<file path="src/rx_fmt_pkg.sv">
// constants and types for the receive format and flow control block
`default_nettype none
package rx_fmt_pkg;

    // ------------------------------------------------------------------
    // widths
    // ------------------------------------------------------------------
    localparam int CNT_W = 20;
    localparam int DIV_W = 24;
    localparam int CHR_W = 8;

    // ------------------------------------------------------------------
    // bit rate: rate = BAUD_MIN << sel, sel 0..7 gives 300..38400
    // ------------------------------------------------------------------
    localparam int BAUD_MIN = 300;
    localparam logic [2:0] BAUD_RST = 3'h5;
    localparam logic [2:0] BAUD_MAX_SEL = 3'h7;

    // ------------------------------------------------------------------
    // character width: sel 0..3 means 5..8 data bits
    // ------------------------------------------------------------------
    localparam logic [3:0] BITS_BASE = 4'h5;
    localparam logic [3:0] BITS_FULL = 4'h8;
    localparam logic [1:0] BITS_RST = 2'h3;

    // ------------------------------------------------------------------
    // parity modes
    // ------------------------------------------------------------------
    typedef enum logic [2:0] {
        PAR_NONE = 3'h0,
        PAR_EVEN = 3'h1,
        PAR_ODD = 3'h2,
        PAR_ZERO = 3'h3,
        PAR_ONE = 3'h4,
        PAR_IGN = 3'h5
    } par_t;

    // ------------------------------------------------------------------
    // fill thresholds and flow characters
    // ------------------------------------------------------------------
    localparam logic [CNT_W-1:0] THR_MIN = 20'h00001;
    localparam logic [CNT_W-1:0] HI_MARGIN = 20'h00003;
    localparam logic [CNT_W-1:0] LO_MARGIN = 20'h00001;
    localparam logic [CNT_W-1:0] HI_RST_OFS = 20'h00400;
    localparam logic [CNT_W-1:0] LO_RST_OFS = 20'h00800;
    localparam logic [CNT_W-1:0] THR_DIV = 20'h00003;
    localparam logic [CHR_W-1:0] XON_CHAR = 8'h11;
    localparam logic [CHR_W-1:0] XOFF_CHAR = 8'h13;

    // ------------------------------------------------------------------
    // receiver states
    // ------------------------------------------------------------------
    typedef enum logic [4:0] {
        ST_IDLE = 5'h01,
        ST_START = 5'h02,
        ST_DATA = 5'h04,
        ST_PAR = 5'h08,
        ST_STOP = 5'h10
    } rx_st_t;

endpackage
`default_nettype wire

</file>
<file path="src/rx_fmt_flow.sv">
// one channel of receive character format and receive flow control
// Contract
// - receive bit rate selectable per channel from 300 to 38400 in doublings
// - reset sets receive bit rate to 9600
// - 5 to 8 data bits, one setting shared by transmit and receive
// - reset sets data width to 8 bits
// - upper threshold 1..size-3, otherwise error and load size/3
// - lower threshold 1..size-1, otherwise error and load 2*size/3
// - reset sets upper threshold to buffer size minus 1024
// - reset sets lower threshold to buffer size minus 2048
// - reaching upper threshold sends XOFF if paced, drops fill-mode outputs
// - falling to lower threshold sends XON if paced, raises fill outputs
// - XON is code 17, XOFF is code 19
// - pacing is XON/XOFF or none; none sends nothing; reset selects none
// - parity setting is shared by transmitter and receiver
// - even or odd: transmit parity appended, receive parity checked
// - no parity: nothing sent, nothing checked
// - ignore mode keeps previous transmit parity, hides receive parity errors
// - forced zero or one parity sent and checked as that constant
// - reset sets parity to none
`default_nettype none
module rx_fmt_flow #(
    parameter int CLK_HZ = 100_000_000
) (
    // clock and reset
    input wire logic clk,
    input wire logic rst_n,
    // serial line
    input wire logic rxd,
    // configuration writes
    input wire logic cfg_baud_we,
    input wire logic [2:0] cfg_baud,
    input wire logic cfg_bits_we,
    input wire logic [1:0] cfg_bits,
    input wire logic cfg_par_we,
    input wire logic [2:0] cfg_par,
    input wire logic cfg_pace_we,
    input wire logic cfg_pace,
    input wire logic cfg_hi_we,
    input wire logic [rx_fmt_pkg::CNT_W-1:0] cfg_hi,
    input wire logic cfg_lo_we,
    input wire logic [rx_fmt_pkg::CNT_W-1:0] cfg_lo,
    input wire logic [rx_fmt_pkg::CNT_W-1:0] buf_size,
    // modem-control line setup
    input wire logic rts_fill_mode,
    input wire logic rts_level,
    input wire logic dtr_fill_mode,
    input wire logic dtr_level,
    // buffer drain and transmit hand-off
    input wire logic buf_pop,
    input wire logic flow_ack,
    // current settings
    output logic [2:0] baud_sel,
    output logic [1:0] bits_sel,
    output logic [2:0] tx_parity,
    output logic parity_ignore,
    output logic pace_xon,
    output logic [rx_fmt_pkg::CNT_W-1:0] thr_hi,
    output logic [rx_fmt_pkg::CNT_W-1:0] thr_lo,
    output logic thr_err,
    // received characters
    output logic [rx_fmt_pkg::CHR_W-1:0] rx_data,
    output logic rx_valid,
    output logic parity_err,
    output logic frame_err,
    output logic [rx_fmt_pkg::CNT_W-1:0] buf_count,
    // flow control
    output logic flow_req,
    output logic [rx_fmt_pkg::CHR_W-1:0] flow_char,
    output logic rts_out,
    output logic dtr_out
);

    // ------------------------------------------------------------------
    // bit period
    // ------------------------------------------------------------------
    localparam logic [rx_fmt_pkg::DIV_W-1:0] DIV_BASE =
        rx_fmt_pkg::DIV_W'(CLK_HZ / rx_fmt_pkg::BAUD_MIN);

    // ------------------------------------------------------------------
    // settings
    // ------------------------------------------------------------------
    logic [2:0] baud_r;
    logic [1:0] bits_r;
    rx_fmt_pkg::par_t par_r;
    logic ign_r;
    logic pace_r;
    logic [rx_fmt_pkg::CNT_W-1:0] hi_r;
    logic [rx_fmt_pkg::CNT_W-1:0] lo_r;
    logic err_r;

    wire logic hi_ok;
    wire logic lo_ok;
    wire logic [rx_fmt_pkg::CNT_W-1:0] third;
    wire logic [rx_fmt_pkg::CNT_W-1:0] two_thirds;
    wire logic par_legal;
    assign third = buf_size / rx_fmt_pkg::THR_DIV;
    assign two_thirds = third + third;
    assign hi_ok = cfg_hi >= rx_fmt_pkg::THR_MIN &&
        cfg_hi <= buf_size - rx_fmt_pkg::HI_MARGIN;
    assign lo_ok = cfg_lo >= rx_fmt_pkg::THR_MIN &&
        cfg_lo <= buf_size - rx_fmt_pkg::LO_MARGIN;
    assign par_legal = cfg_par <= rx_fmt_pkg::PAR_IGN;

    always_ff @(posedge clk) begin
        if (!rst_n) begin
            baud_r <= rx_fmt_pkg::BAUD_RST;
            bits_r <= rx_fmt_pkg::BITS_RST;
        end else begin
            if (cfg_baud_we) begin
                baud_r <= cfg_baud;
            end
            if (cfg_bits_we) begin
                bits_r <= cfg_bits;
            end
        end
    end

    // ignore mode leaves the transmit parity as it was
    always_ff @(posedge clk) begin
        if (!rst_n) begin
            par_r <= rx_fmt_pkg::PAR_NONE;
            ign_r <= 1'b0;
            pace_r <= 1'b0;
        end else begin
            if (cfg_par_we && par_legal) begin
                if (cfg_par == rx_fmt_pkg::PAR_IGN) begin
                    ign_r <= 1'b1;
                end else begin
                    par_r <= rx_fmt_pkg::par_t'(cfg_par);
                    ign_r <= 1'b0;
                end
            end
            if (cfg_pace_we) begin
                pace_r <= cfg_pace;
            end
        end
    end

    always_ff @(posedge clk) begin
        if (!rst_n) begin
            hi_r <= buf_size - rx_fmt_pkg::HI_RST_OFS;
            lo_r <= buf_size - rx_fmt_pkg::LO_RST_OFS;
            err_r <= 1'b0;
        end else begin
            err_r <= (cfg_hi_we && !hi_ok) || (cfg_lo_we && !lo_ok);
            if (cfg_hi_we) begin
                hi_r <= hi_ok ? cfg_hi : third;
            end
            if (cfg_lo_we) begin
                lo_r <= lo_ok ? cfg_lo : two_thirds;
            end
        end
    end

    // ------------------------------------------------------------------
    // receiver
    // ------------------------------------------------------------------
    rx_fmt_pkg::rx_st_t st_r;
    rx_fmt_pkg::rx_st_t st_nxt;
    logic [rx_fmt_pkg::DIV_W-1:0] tick_r;
    logic [rx_fmt_pkg::DIV_W-1:0] tick_nxt;
    logic [3:0] nbit_r;
    logic [3:0] nbit_nxt;
    logic [rx_fmt_pkg::CHR_W-1:0] sh_r;
    logic [rx_fmt_pkg::CHR_W-1:0] sh_nxt;
    logic pbit_r;
    logic pbit_nxt;
    logic done;

    wire logic [rx_fmt_pkg::DIV_W-1:0] bit_div;
    wire logic [rx_fmt_pkg::DIV_W-1:0] half_div;
    wire logic [3:0] nbits;
    wire logic par_used;
    wire logic tick0;
    wire logic [rx_fmt_pkg::CHR_W-1:0] aligned;
    wire logic par_exp;

    assign bit_div = DIV_BASE >> baud_r;
    assign half_div = bit_div >> 1;
    assign nbits = rx_fmt_pkg::BITS_BASE + {2'h0, bits_r};
    assign par_used = par_r != rx_fmt_pkg::PAR_NONE;
    assign tick0 = tick_r == '0;
    // data enters at the top, so short characters sit high until aligned
    assign aligned = sh_r >> (rx_fmt_pkg::BITS_FULL - nbits);
    assign par_exp = (par_r == rx_fmt_pkg::PAR_EVEN) ? ^aligned :
        (par_r == rx_fmt_pkg::PAR_ODD) ? ~^aligned :
        (par_r == rx_fmt_pkg::PAR_ONE);

    always_comb begin
        st_nxt = st_r;
        tick_nxt = tick0 ? '0 : tick_r - 1'b1;
        nbit_nxt = nbit_r;
        sh_nxt = sh_r;
        pbit_nxt = pbit_r;
        done = 1'b0;
        unique case (st_r)
            rx_fmt_pkg::ST_IDLE: begin
                if (!rxd) begin
                    st_nxt = rx_fmt_pkg::ST_START;
                    tick_nxt = half_div;
                end
            end
            rx_fmt_pkg::ST_START: begin
                if (tick0) begin
                    // a start bit gone by mid-bit was a glitch
                    st_nxt = rxd ? rx_fmt_pkg::ST_IDLE : rx_fmt_pkg::ST_DATA;
                    tick_nxt = bit_div - 1'b1;
                    nbit_nxt = '0;
                end
            end
            rx_fmt_pkg::ST_DATA: begin
                if (tick0) begin
                    sh_nxt = {rxd, sh_r[rx_fmt_pkg::CHR_W-1:1]};
                    nbit_nxt = nbit_r + 1'b1;
                    tick_nxt = bit_div - 1'b1;
                    if (nbit_r == nbits - 1'b1) begin
                        st_nxt = par_used ? rx_fmt_pkg::ST_PAR :
                            rx_fmt_pkg::ST_STOP;
                    end
                end
            end
            rx_fmt_pkg::ST_PAR: begin
                if (tick0) begin
                    pbit_nxt = rxd;
                    tick_nxt = bit_div - 1'b1;
                    st_nxt = rx_fmt_pkg::ST_STOP;
                end
            end
            rx_fmt_pkg::ST_STOP: begin
                if (tick0) begin
                    done = 1'b1;
                    st_nxt = rx_fmt_pkg::ST_IDLE;
                end
            end
            default: begin
                st_nxt = rx_fmt_pkg::ST_IDLE;
            end
        endcase
    end

    always_ff @(posedge clk) begin
        if (!rst_n) begin
            st_r <= rx_fmt_pkg::ST_IDLE;
            tick_r <= '0;
            nbit_r <= '0;
            sh_r <= '0;
            pbit_r <= 1'b0;
        end else begin
            st_r <= st_nxt;
            tick_r <= tick_nxt;
            nbit_r <= nbit_nxt;
            sh_r <= sh_nxt;
            pbit_r <= pbit_nxt;
        end
    end

    logic [rx_fmt_pkg::CHR_W-1:0] data_r;
    logic valid_r;
    logic perr_r;
    logic ferr_r;

    always_ff @(posedge clk) begin
        if (!rst_n) begin
            data_r <= '0;
            valid_r <= 1'b0;
            perr_r <= 1'b0;
            ferr_r <= 1'b0;
        end else begin
            valid_r <= done;
            if (done) begin
                data_r <= aligned;
                // a missing stop bit is the usual sign of unexpected parity
                ferr_r <= !rxd;
                perr_r <= par_used && !ign_r && pbit_r != par_exp;
            end
        end
    end

    // ------------------------------------------------------------------
    // occupancy and flow control
    // ------------------------------------------------------------------
    logic [rx_fmt_pkg::CNT_W-1:0] cnt_r;
    logic [rx_fmt_pkg::CNT_W-1:0] cnt_nxt;
    logic above_r;
    logic freq_r;
    logic [rx_fmt_pkg::CHR_W-1:0] fchar_r;
    logic rts_r;
    logic dtr_r;

    wire logic push;
    wire logic pop;
    wire logic hi_hit;
    wire logic lo_hit;
    wire logic above_nxt;
    assign push = valid_r && cnt_r != buf_size;
    assign pop = buf_pop && cnt_r != '0;
    assign hi_hit = !above_r && cnt_r >= hi_r;
    assign lo_hit = above_r && cnt_r <= lo_r;
    assign above_nxt = hi_hit ? 1'b1 : lo_hit ? 1'b0 : above_r;

    always_comb begin
        cnt_nxt = cnt_r;
        if (push && !pop) begin
            cnt_nxt = cnt_r + 1'b1;
        end else if (pop && !push) begin
            cnt_nxt = cnt_r - 1'b1;
        end
    end

    // a new threshold event wins over an acknowledge in the same cycle;
    // the transmitter takes the request between characters
    always_ff @(posedge clk) begin
        if (!rst_n) begin
            cnt_r <= '0;
            above_r <= 1'b0;
            freq_r <= 1'b0;
            fchar_r <= rx_fmt_pkg::XON_CHAR;
        end else begin
            cnt_r <= cnt_nxt;
            above_r <= above_nxt;
            if (pace_r && hi_hit) begin
                freq_r <= 1'b1;
                fchar_r <= rx_fmt_pkg::XOFF_CHAR;
            end else if (pace_r && lo_hit) begin
                freq_r <= 1'b1;
                fchar_r <= rx_fmt_pkg::XON_CHAR;
            end else if (flow_ack || !pace_r) begin
                freq_r <= 1'b0;
            end
        end
    end

    always_ff @(posedge clk) begin
        if (!rst_n) begin
            rts_r <= 1'b0;
            dtr_r <= 1'b0;
        end else begin
            rts_r <= rts_fill_mode ? !above_nxt : rts_level;
            dtr_r <= dtr_fill_mode ? !above_nxt : dtr_level;
        end
    end

    // ------------------------------------------------------------------
    // outputs
    // ------------------------------------------------------------------
    assign baud_sel = baud_r;
    assign bits_sel = bits_r;
    assign tx_parity = par_r;
    assign parity_ignore = ign_r;
    assign pace_xon = pace_r;
    assign thr_hi = hi_r;
    assign thr_lo = lo_r;
    assign thr_err = err_r;
    assign rx_data = data_r;
    assign rx_valid = valid_r;
    assign parity_err = perr_r;
    assign frame_err = ferr_r;
    assign buf_count = cnt_r;
    assign flow_req = freq_r;
    assign flow_char = fchar_r;
    assign rts_out = rts_r;
    assign dtr_out = dtr_r;

endmodule
`default_nettype wire

</file>
<file path="config.mk">
export PLATFORM = sky130hd
export DESIGN_NAME = rx_fmt_flow
export DESIGN_NICKNAME = d
export VERILOG_FILES = /design/src/rx_fmt_pkg.sv /design/src/rx_fmt_flow.sv
export SDC_FILE = /design/constraint.sdc
export NUM_CORES = 1
export LEC_CHECK = 0
export BUFFER_PORTS_ARGS = -buffer_cell sky130_fd_sc_hd__buf_2
export CAP_MARGIN = 10
export CORE_ASPECT_RATIO = 1.4
export CORE_MARGIN = 1
export CORE_UTILIZATION = 61
export CTS_CLUSTER_DIAMETER = 200
export DETAILED_ROUTE_END_ITERATION = 8
export PLACE_DENSITY = 0.91
export RECOVER_POWER = 25
export SETUP_SLACK_MARGIN = 0.05
export SKIP_CTS_REPAIR_TIMING = 1
export SLEW_MARGIN = 20
export SYNTH_ARGS = -nofsm -noshare
export SYNTH_HDL_FRONTEND = slang
export SYNTH_SLANG_ARGS = --single-unit
</file>
<file path="constraint.sdc">
create_clock -name clk -period 12.9 [get_ports clk]
set_input_delay 2.58 -clock clk [delete_from_list [all_inputs] [get_ports clk]]
set_output_delay 2.58 -clock clk [all_outputs]
set_load 0.005 [all_outputs]
</file>
==> results of run 1 <==
-- report_power, final --
part / switching, mW / internal [mW] / total, mW
sequential: 0.133 / 0.504 / 0.636
clock: 0.204 / 0.290 / 0.494
combinational: 0.945 / 0.652 / 1.60
total: 1.28 / 1.45 / 2.73
-- layout make-up --
class / instances / area (um2)
diodes: 3 / 7.51
clock buffers: 17 / 425
clock inverters: 15 / 170
fillers: 1924 / 7450
inverters: 90 / 338
multi-input cells: 1625 / 11100
flip-flops and latches: 129 / 2980
well taps: 310 / 388
repair buffers: 199 / 1050
-- kinds of logic (layout without fill, tap and decap cells) --
| family | Yosys count | in the layout | share of synthesized area |
|---|---|---|---|
| flops | 129 | 129 | 0.201 |
| fa+ha+maj | 122 | 122 | 0.103 |
| simple gates | 697 | 697 | 0.234 |
| mux | 65 | 65 | 0.0498 |
| compound gates | 588 | 588 | 0.270 |
| other cells | 2 | 10 | 0.000506 |
| buf+inv | 196 | 321 | 0.0548 |
| xor+xnor | 146 | 146 | 0.0872 |
-- worst register-to-register path, delay by kind of cell (launching register included) --
| kind | cells | cell delay, ns |
|---|---|---|
| adder cells (fa/ha/maj) | 2 | 0.56 |
| AND/OR/NAND/NOR | 3 | 0.76 |
| XOR/XNOR | 2 | 0.30 |
| buffers and inverters | 1 | 0.52 |
| AO/OA/AOI/OAI | 20 | 3.66 |
| flip-flops | 1 | 0.63 |
-- layer usage --
metal	part of all wire	GRT usage
met1	0.35	0.429
met2	0.50	0.708
met3	0.086	0.0676
met4	0.065	0.257
met5	0.00065	0
-- state kept, by name (all words and copies together), names as in the netlist, 2 cells and up --
signal	flops
rx_data	8
nbit_r	4
baud_sel	3
thr_hi	20
tx_parity	3
buf_count	20
bits_sel	2
sh_r	8
st_r	5
tick_r	24
thr_lo	20
-- synth_stat cells (18+ instances only) --
cell type / count / area [um2]
inv_1: 87 / 327
nand3_1: 55 / 275
ha_1: 118 / 1480
nor4_1: 33 / 206
mux2i_1: 49 / 490
a21o_1: 35 / 263
nand2b_1: 37 / 231
o21bai_1: 24 / 180
nand4_1: 26 / 163
buf_1: 18 / 67.6
dfxtp_1: 89 / 1780
edfxtp_1: 40 / 1200
nand2_1: 165 / 619
a21oi_1: 174 / 871
xnor2_1: 101 / 885
clkbuf_1: 62 / 233
nor2b_1: 29 / 181
o22ai_1: 30 / 188
nor3_1: 43 / 215
a211oi_1: 19 / 143
xor2_1: 43 / 377
nor2_1: 200 / 751
o211ai_1: 21 / 158
o21ai_0: 105 / 526
-- metrics by stage --
stage / setup WS (ns) / hold WS (ns) / cell area [um2]
2_1_floorplan: 1.85 / 0.448 / 14800
3_5_place_dp: 0.790 / 0.444 / 15900
6_report: 0.993 / 0.455 / 16400
5_1_grt: 0.270 / 0.485 / 16400
4_1_cts: 1.22 / 0.454 / 16500
3_3_place_gp: 1.07 / 0.436 / 15900
-- how the worst max path moves through the flow --
stage,endpoint,cells past startpoint,start
after floorplan,thr_hi[0],37,buf_size[11]
after global placement,thr_lo[1],34,buf_size[11]
after detailed placement,thr_hi[0],34,buf_size[11]
after CTS,thr_lo[1],34,buf_size[11]
after global routing,thr_hi[1],32,buf_size[11]
final,thr_hi[1],33,buf_size[11]
==> reports/metrics.csv, run 1 <==
stage,metric,value,unit
status,status,finished with violations,
status,violations,"max-capacitance violations, max-slew violations",
synthesis,ys_warn_count,0,
setup_path,cp.arrival,11.99,ns
layout,layout.nets,2265,
timing,final.period_utilization,0.923,
synthesis,syn_avg_cell_area,7.62,um2
place,dp.cells,2353,
floorplan,start_util,0.621,
layout,drive_above_1_share,0.145,
drt,vias,16100,
global_routing,grt-ovfl-total,0,
min_path,hold_start,rx_data[3],
timing,rsz0062_at_grt,no,
timing,fin_crit,11.91,ns
timing,setup_tns,0,ns
setup_path,r2r_end,buf_count[19],
setup_path,critPathRequiredTime,12.98,ns
clock_network,cts_buffers,17,
global_routing,grt_pass1_wl,78700,um
clock_network,cts.clk_slew.worst_paths,0.06,ns
place,dp_hpwl,38400,um
synthesis,ys_ff_latch,129,
setup_path,worst_r2r_startpoint,buf_count[12],
layout,mostFrequentLayoutCells,"200 x nor2_1, 174 x a21oi_1, 165 x nand2_1, 153 x buf_2, 117 x ha_1",
setup_path,path_delay_family,compound AO/OA/AOI/OAI gates,
setup_path,r2r_slack,6.39,ns
layout,final_util,0.688,
setup_path,critPathMaxFanout,12,
global_routing,grt_use_total,0.398,
floorplan,die_area,0.0249,mm2
timing,worst-slew-pin-transition,2.76,ns
global_routing,grt_pass1_vias,15400,
place,portBuffers,169,
clock_network,tritoncts,done,
synthesis,synth_cell_types,126,
floorplan,core-area,0.0239,mm2
power_and_ir_drop,p_per_area,166,mW/mm2
setup_path,slowest_delay,0.70,ns
timing,setup_viol,0,
setup_path,crit_type,in2reg,
layout,area_growth_syn_to_layout,10.9,%
timing,slew_headroom,-0.839,
drt,firstDrtPassIters,6,
synthesis,syn-cell-area,0.0148,mm2
min_path,hp-class,reg2reg,
drt,drtAntennaViolNets,0,
drt,wl,50700,um
timing,fmax,84.0,MHz
global_routing,antenna_found_initial,6,
floorplan,die_w,134,um
power_and_ir_drop,ir_drop,174,uV
clock_network,clock-sinks,129,
setup_path,slowest_stage,mux2i_1,
setup_path,end_kind,flip-flop,
clock_network,cts_max_level,4,
drt,avgRoutedWirePerCell,21.2,um
setup_path,path_buf_inv,3,
clock_network,root_buffer,clkbuf_16,
power_and_ir_drop,power_leakage,7.03,nW
synthesis,synth_edf_count,40,
floorplan,rows,67,
timing,final-hold-violation-count,0,
timing,finalMaxSlewViolations,53,
run,drv_cap,1,
layout,final_common_cell,nor2_1,
synthesis,synth_ff_type,dfxtp_1,
min_path,whs_path_depth,2,
clock_network,cts_buffer_depth,2,
setup_path,reg2reg_depth,28,
setup_path,start_kind,primary input,
power_and_ir_drop,finalPower,2.73,mW
timing,clock_skew,0.00906,ns
drt,drt-initial-drc-count,1458,
drt,route.detailed.drc,0,
global_routing,grt_max_degree,66,
place,gp_congestion,0.993,
synthesis,async_flop_share,0,
layout,fin_cells,2388,
synthesis,ys_seq_area_frac,0.201,
floorplan,die_h,186,um
clock_network,clock_latency,0.43,ns
synthesis,synth_cells,1945,
floorplan,io_pins,177,
min_path,min_to,rx_data[3],
drt,via_per_inst,6.73,
(Power assumes the default switching activity.)
==> run 2, diff against run 1 <==
--- a/config.mk
+++ b/config.mk
@@ -7,9 +7,11 @@
 export LEC_CHECK = 0
 export BUFFER_PORTS_ARGS = -buffer_cell sky130_fd_sc_hd__buf_2
 export CAP_MARGIN = 10
+export CELL_PAD_IN_SITES_DETAIL_PLACEMENT = 1
+export CELL_PAD_IN_SITES_GLOBAL_PLACEMENT = 1
 export CORE_ASPECT_RATIO = 1.4
 export CORE_MARGIN = 1
-export CORE_UTILIZATION = 61
+export CORE_UTILIZATION = 45
 export CTS_CLUSTER_DIAMETER = 200
 export DETAILED_ROUTE_END_ITERATION = 8
 export PLACE_DENSITY = 0.91
==> run 2 against run 1 <==
  * The run still ends with max-capacitance violations, max-slew violations left
  * Die area is 35% higher
  * Clock power is 4.7% lower
  * Final area is 1.3% higher
  * Power is 1.3% higher
  * Via count is 0.87% higher
  * Worst setup slack worse by 0.022 ns
  * Non-clock buffer count is 13 higher
  * Wire length is 19% higher
  * Combinational power is 4% higher
  * Register-to-register slack worse by 0.15 ns
  * Core utilization is 17 points lower
  * Clock-buffer cell count is 5 higher
  * Critical path type unchanged
  * Highest routed layer is now met4
==> reports/metrics.csv, run 2 (synthesized netlist as in run 1, its figures left out) <==
stage,metric,value,unit,change
clock_network,cts_buffers,17,,unchanged
drt,drt-initial-drc-count,974,,-33%
status,status,finished with violations,,
timing,finalMaxSlewViolations,53,,unchanged
drt,wl_met2,30900,um,+22%
setup_path,path_delay_family,compound AO/OA/AOI/OAI gates,,
drt,top_layer_used,met4,,
place,portBuffers,169,,unchanged
min_path,hp-class,reg2reg,,
setup_path,worstSetupStartpoint,buf_size[10],,
power_and_ir_drop,p_per_area,166,mW/mm2,about the same
drt,dr_wl_met3,3220,um,-26%
clock_network,root_buffer,clkbuf_16,,
global_routing,antenna_found_initial,1,,-5
clock_network,clock-sinks,129,,unchanged
floorplan,core-area,0.0324,mm2,+36%
global_routing,grt_pass1_vias,17000,,+11%
setup_path,worst_r2r_startpoint,buf_count[12],,
layout,ff_latch_area,0.00298,mm2,unchanged
place,gp_congestion,0.975,,-1.8%
layout,stdcell_area,0.0167,mm2,+1.3%
setup_path,reg2reg_depth,28,,unchanged
drt,wl,60400,um,+19%
run,drv_cap,1,,unchanged
setup_path,critPathRequiredTime,12.96,ns,-0.02 ns
timing,setup_tns,0,ns,unchanged
global_routing,grt_use_total,0.360,,-0.0379
layout,largest_reg_flops,24,,unchanged
timing,final-hold-violation-count,0,,unchanged
layout,antenna_cells,0,,-3
layout,regMostFlops,tick_r,,
floorplan,die_w,155,um,+16%
setup_path,r2r_slack,6.24,ns,-0.15 ns
power_and_ir_drop,ir_drop,115,uV,-34%
layout,final_common_cell,nor2_1,,
setup_path,start_kind,primary input,,
floorplan,io_pins,177,,unchanged
setup_path,slowest_stage,o22ai_2,,
drt,firstDrtPassIters,8,,+2
layout,mostFrequentLayoutCells,"200 x nor2_1, 174 x a21oi_1, 165 x nand2_1, 134 x buf_2, 118 x ha_1",,
drt,vias,16200,,+0.87%
layout,layout.nets,2278,,+0.57%
floorplan,die_area,0.0337,mm2,+35%
drt,wl_met1,22900,um,+29%
layout,multi_input_area,0.0111,mm2,about the same
clock_network,cts_max_level,4,,unchanged
layout,nFillCells,4181,,+120%
timing,clock_skew,0.00707,ns,-0.00199 ns
setup_path,path_buf_inv,4,,+1
floorplan,start_util,0.458,,-0.163
timing,setup_viol,0,,unchanged
drt,drtAntennaViolNets,0,,unchanged
drt,avgRoutedWirePerCell,23.9,um,+13%
timing,fin_crit,11.93,ns,+0.0218 ns
clock_network,cts_buffer_depth,2,,unchanged
timing,final.period_utilization,0.925,,+0.00169
clock_network,tritoncts,done,,
layout,area_growth_syn_to_layout,12.3,%,
setup_path,cp.arrival,11.99,ns,about the same
layout,drive_above_1_share,0.140,,-0.00425
timing,worst-slew-pin-transition,2.95,ns,+0.190 ns
setup_path,crit_end,thr_hi[1],,
timing,slew_headroom,-0.966,,-0.126
power_and_ir_drop,finalPower,2.76,mW,+1.3%
setup_path,r2r_end,buf_count[19],,
setup_path,end_kind,flip-flop,,
place,dp_hpwl,47200,um,+23%
floorplan,rows,78,,+16%
setup_path,critPathMaxFanout,17,,+5
global_routing,grt_max_degree,69,,+4.5%
global_routing,grt_pass1_wl,94100,um,+20%
timing,rsz0062_at_grt,no,,
status,violations,"max-capacitance violations, max-slew violations",,
global_routing,grt-ovfl-total,0,,unchanged
drt,via_per_inst,6.41,,-4.7%
setup_path,path_depth,34,,+3.0%
power_and_ir_drop,power_leakage,7.02,nW,-0.13%
drt,route.detailed.drc,0,,unchanged
setup_path,slowest_delay,0.59,ns,-0.11 ns
floorplan,die_h,217,um,+16%
clock_network,cts.clk_slew.worst_paths,0.06,ns,about the same
timing,fmax,83.8,MHz,-0.18%
clock_network,clock_latency,0.43,ns,about the same
setup_path,crit_type,in2reg,,
place,placed_cell_area,0.0161,mm2,+1.6%
-- run 2: cell count changes in the layout (fill, tap and decap cells not counted), sizes merged --
cell	change
clkbuf	+24
bufinv	-2
buf	-6
clkinv	+3
inv	-6
diode	-3
-- run 2: per-layer routing --
metal  track usage  vias up
met4         0.209        0
met5             0        -
met1         0.391     7969
met3        0.0504      219
li1              -     7377
met2         0.660      635
-- run 2: worst min path at each step --
| stage | from | endpoint | slack [ns] | cells after the start |
|---|---|---|---|---|
| floorplan | rx_data[0] | rx_data[0] | 0.45 | 2 |
| global placement | parity_err | parity_err | 0.44 | 2 |
| detailed placement | rx_data[0] | rx_data[0] | 0.44 | 2 |
| CTS | parity_err | parity_err | 0.46 | 2 |
| global route | rx_data[3] | rx_data[3] | 0.48 | 2 |
| finish | parity_err | parity_err | 0.46 | 2 |
-- run 2: cell type report --
class / count / share of cell area
multi-input combinational: 1625 / 0.665
sequential: 129 / 0.179
timing repair buffer: 212 / 0.0673
tap: 440 / 0.0331
clock buffer: 22 / 0.0304
inverter: 90 / 0.0203
clock inverter: 10 / 0.00428
-- run 2: metrics by stage --
step                      cells  hold WS [ns]  worst slack [ns]  utilization
final                      2528         0.456             0.971        0.514
after global routing       2528         0.483             0.349        0.514
after CTS                  2528         0.456              1.28        0.515
after detailed placement   2496         0.444             0.841        0.498
after global placement     2496         0.441              1.09        0.498
after floorplan            1950         0.448              1.85            -
-- run 2: report_power, final --
group	total [mW]	switching [mW]	leakage (nW)	internal, mW
sequential	0.637	0.133	1.14	0.504
clock	0.471	0.192	0.283	0.279
combinational	1.66	0.998	5.60	0.658
-- run 2: tightest hold or removal path: cells and delay by family (launching register included) --
family,cells,cell delay [ns]
AO/OA/AOI/OAI,1,0.05
AND/OR/NAND/NOR,1,0.05
flip-flops,1,0.31
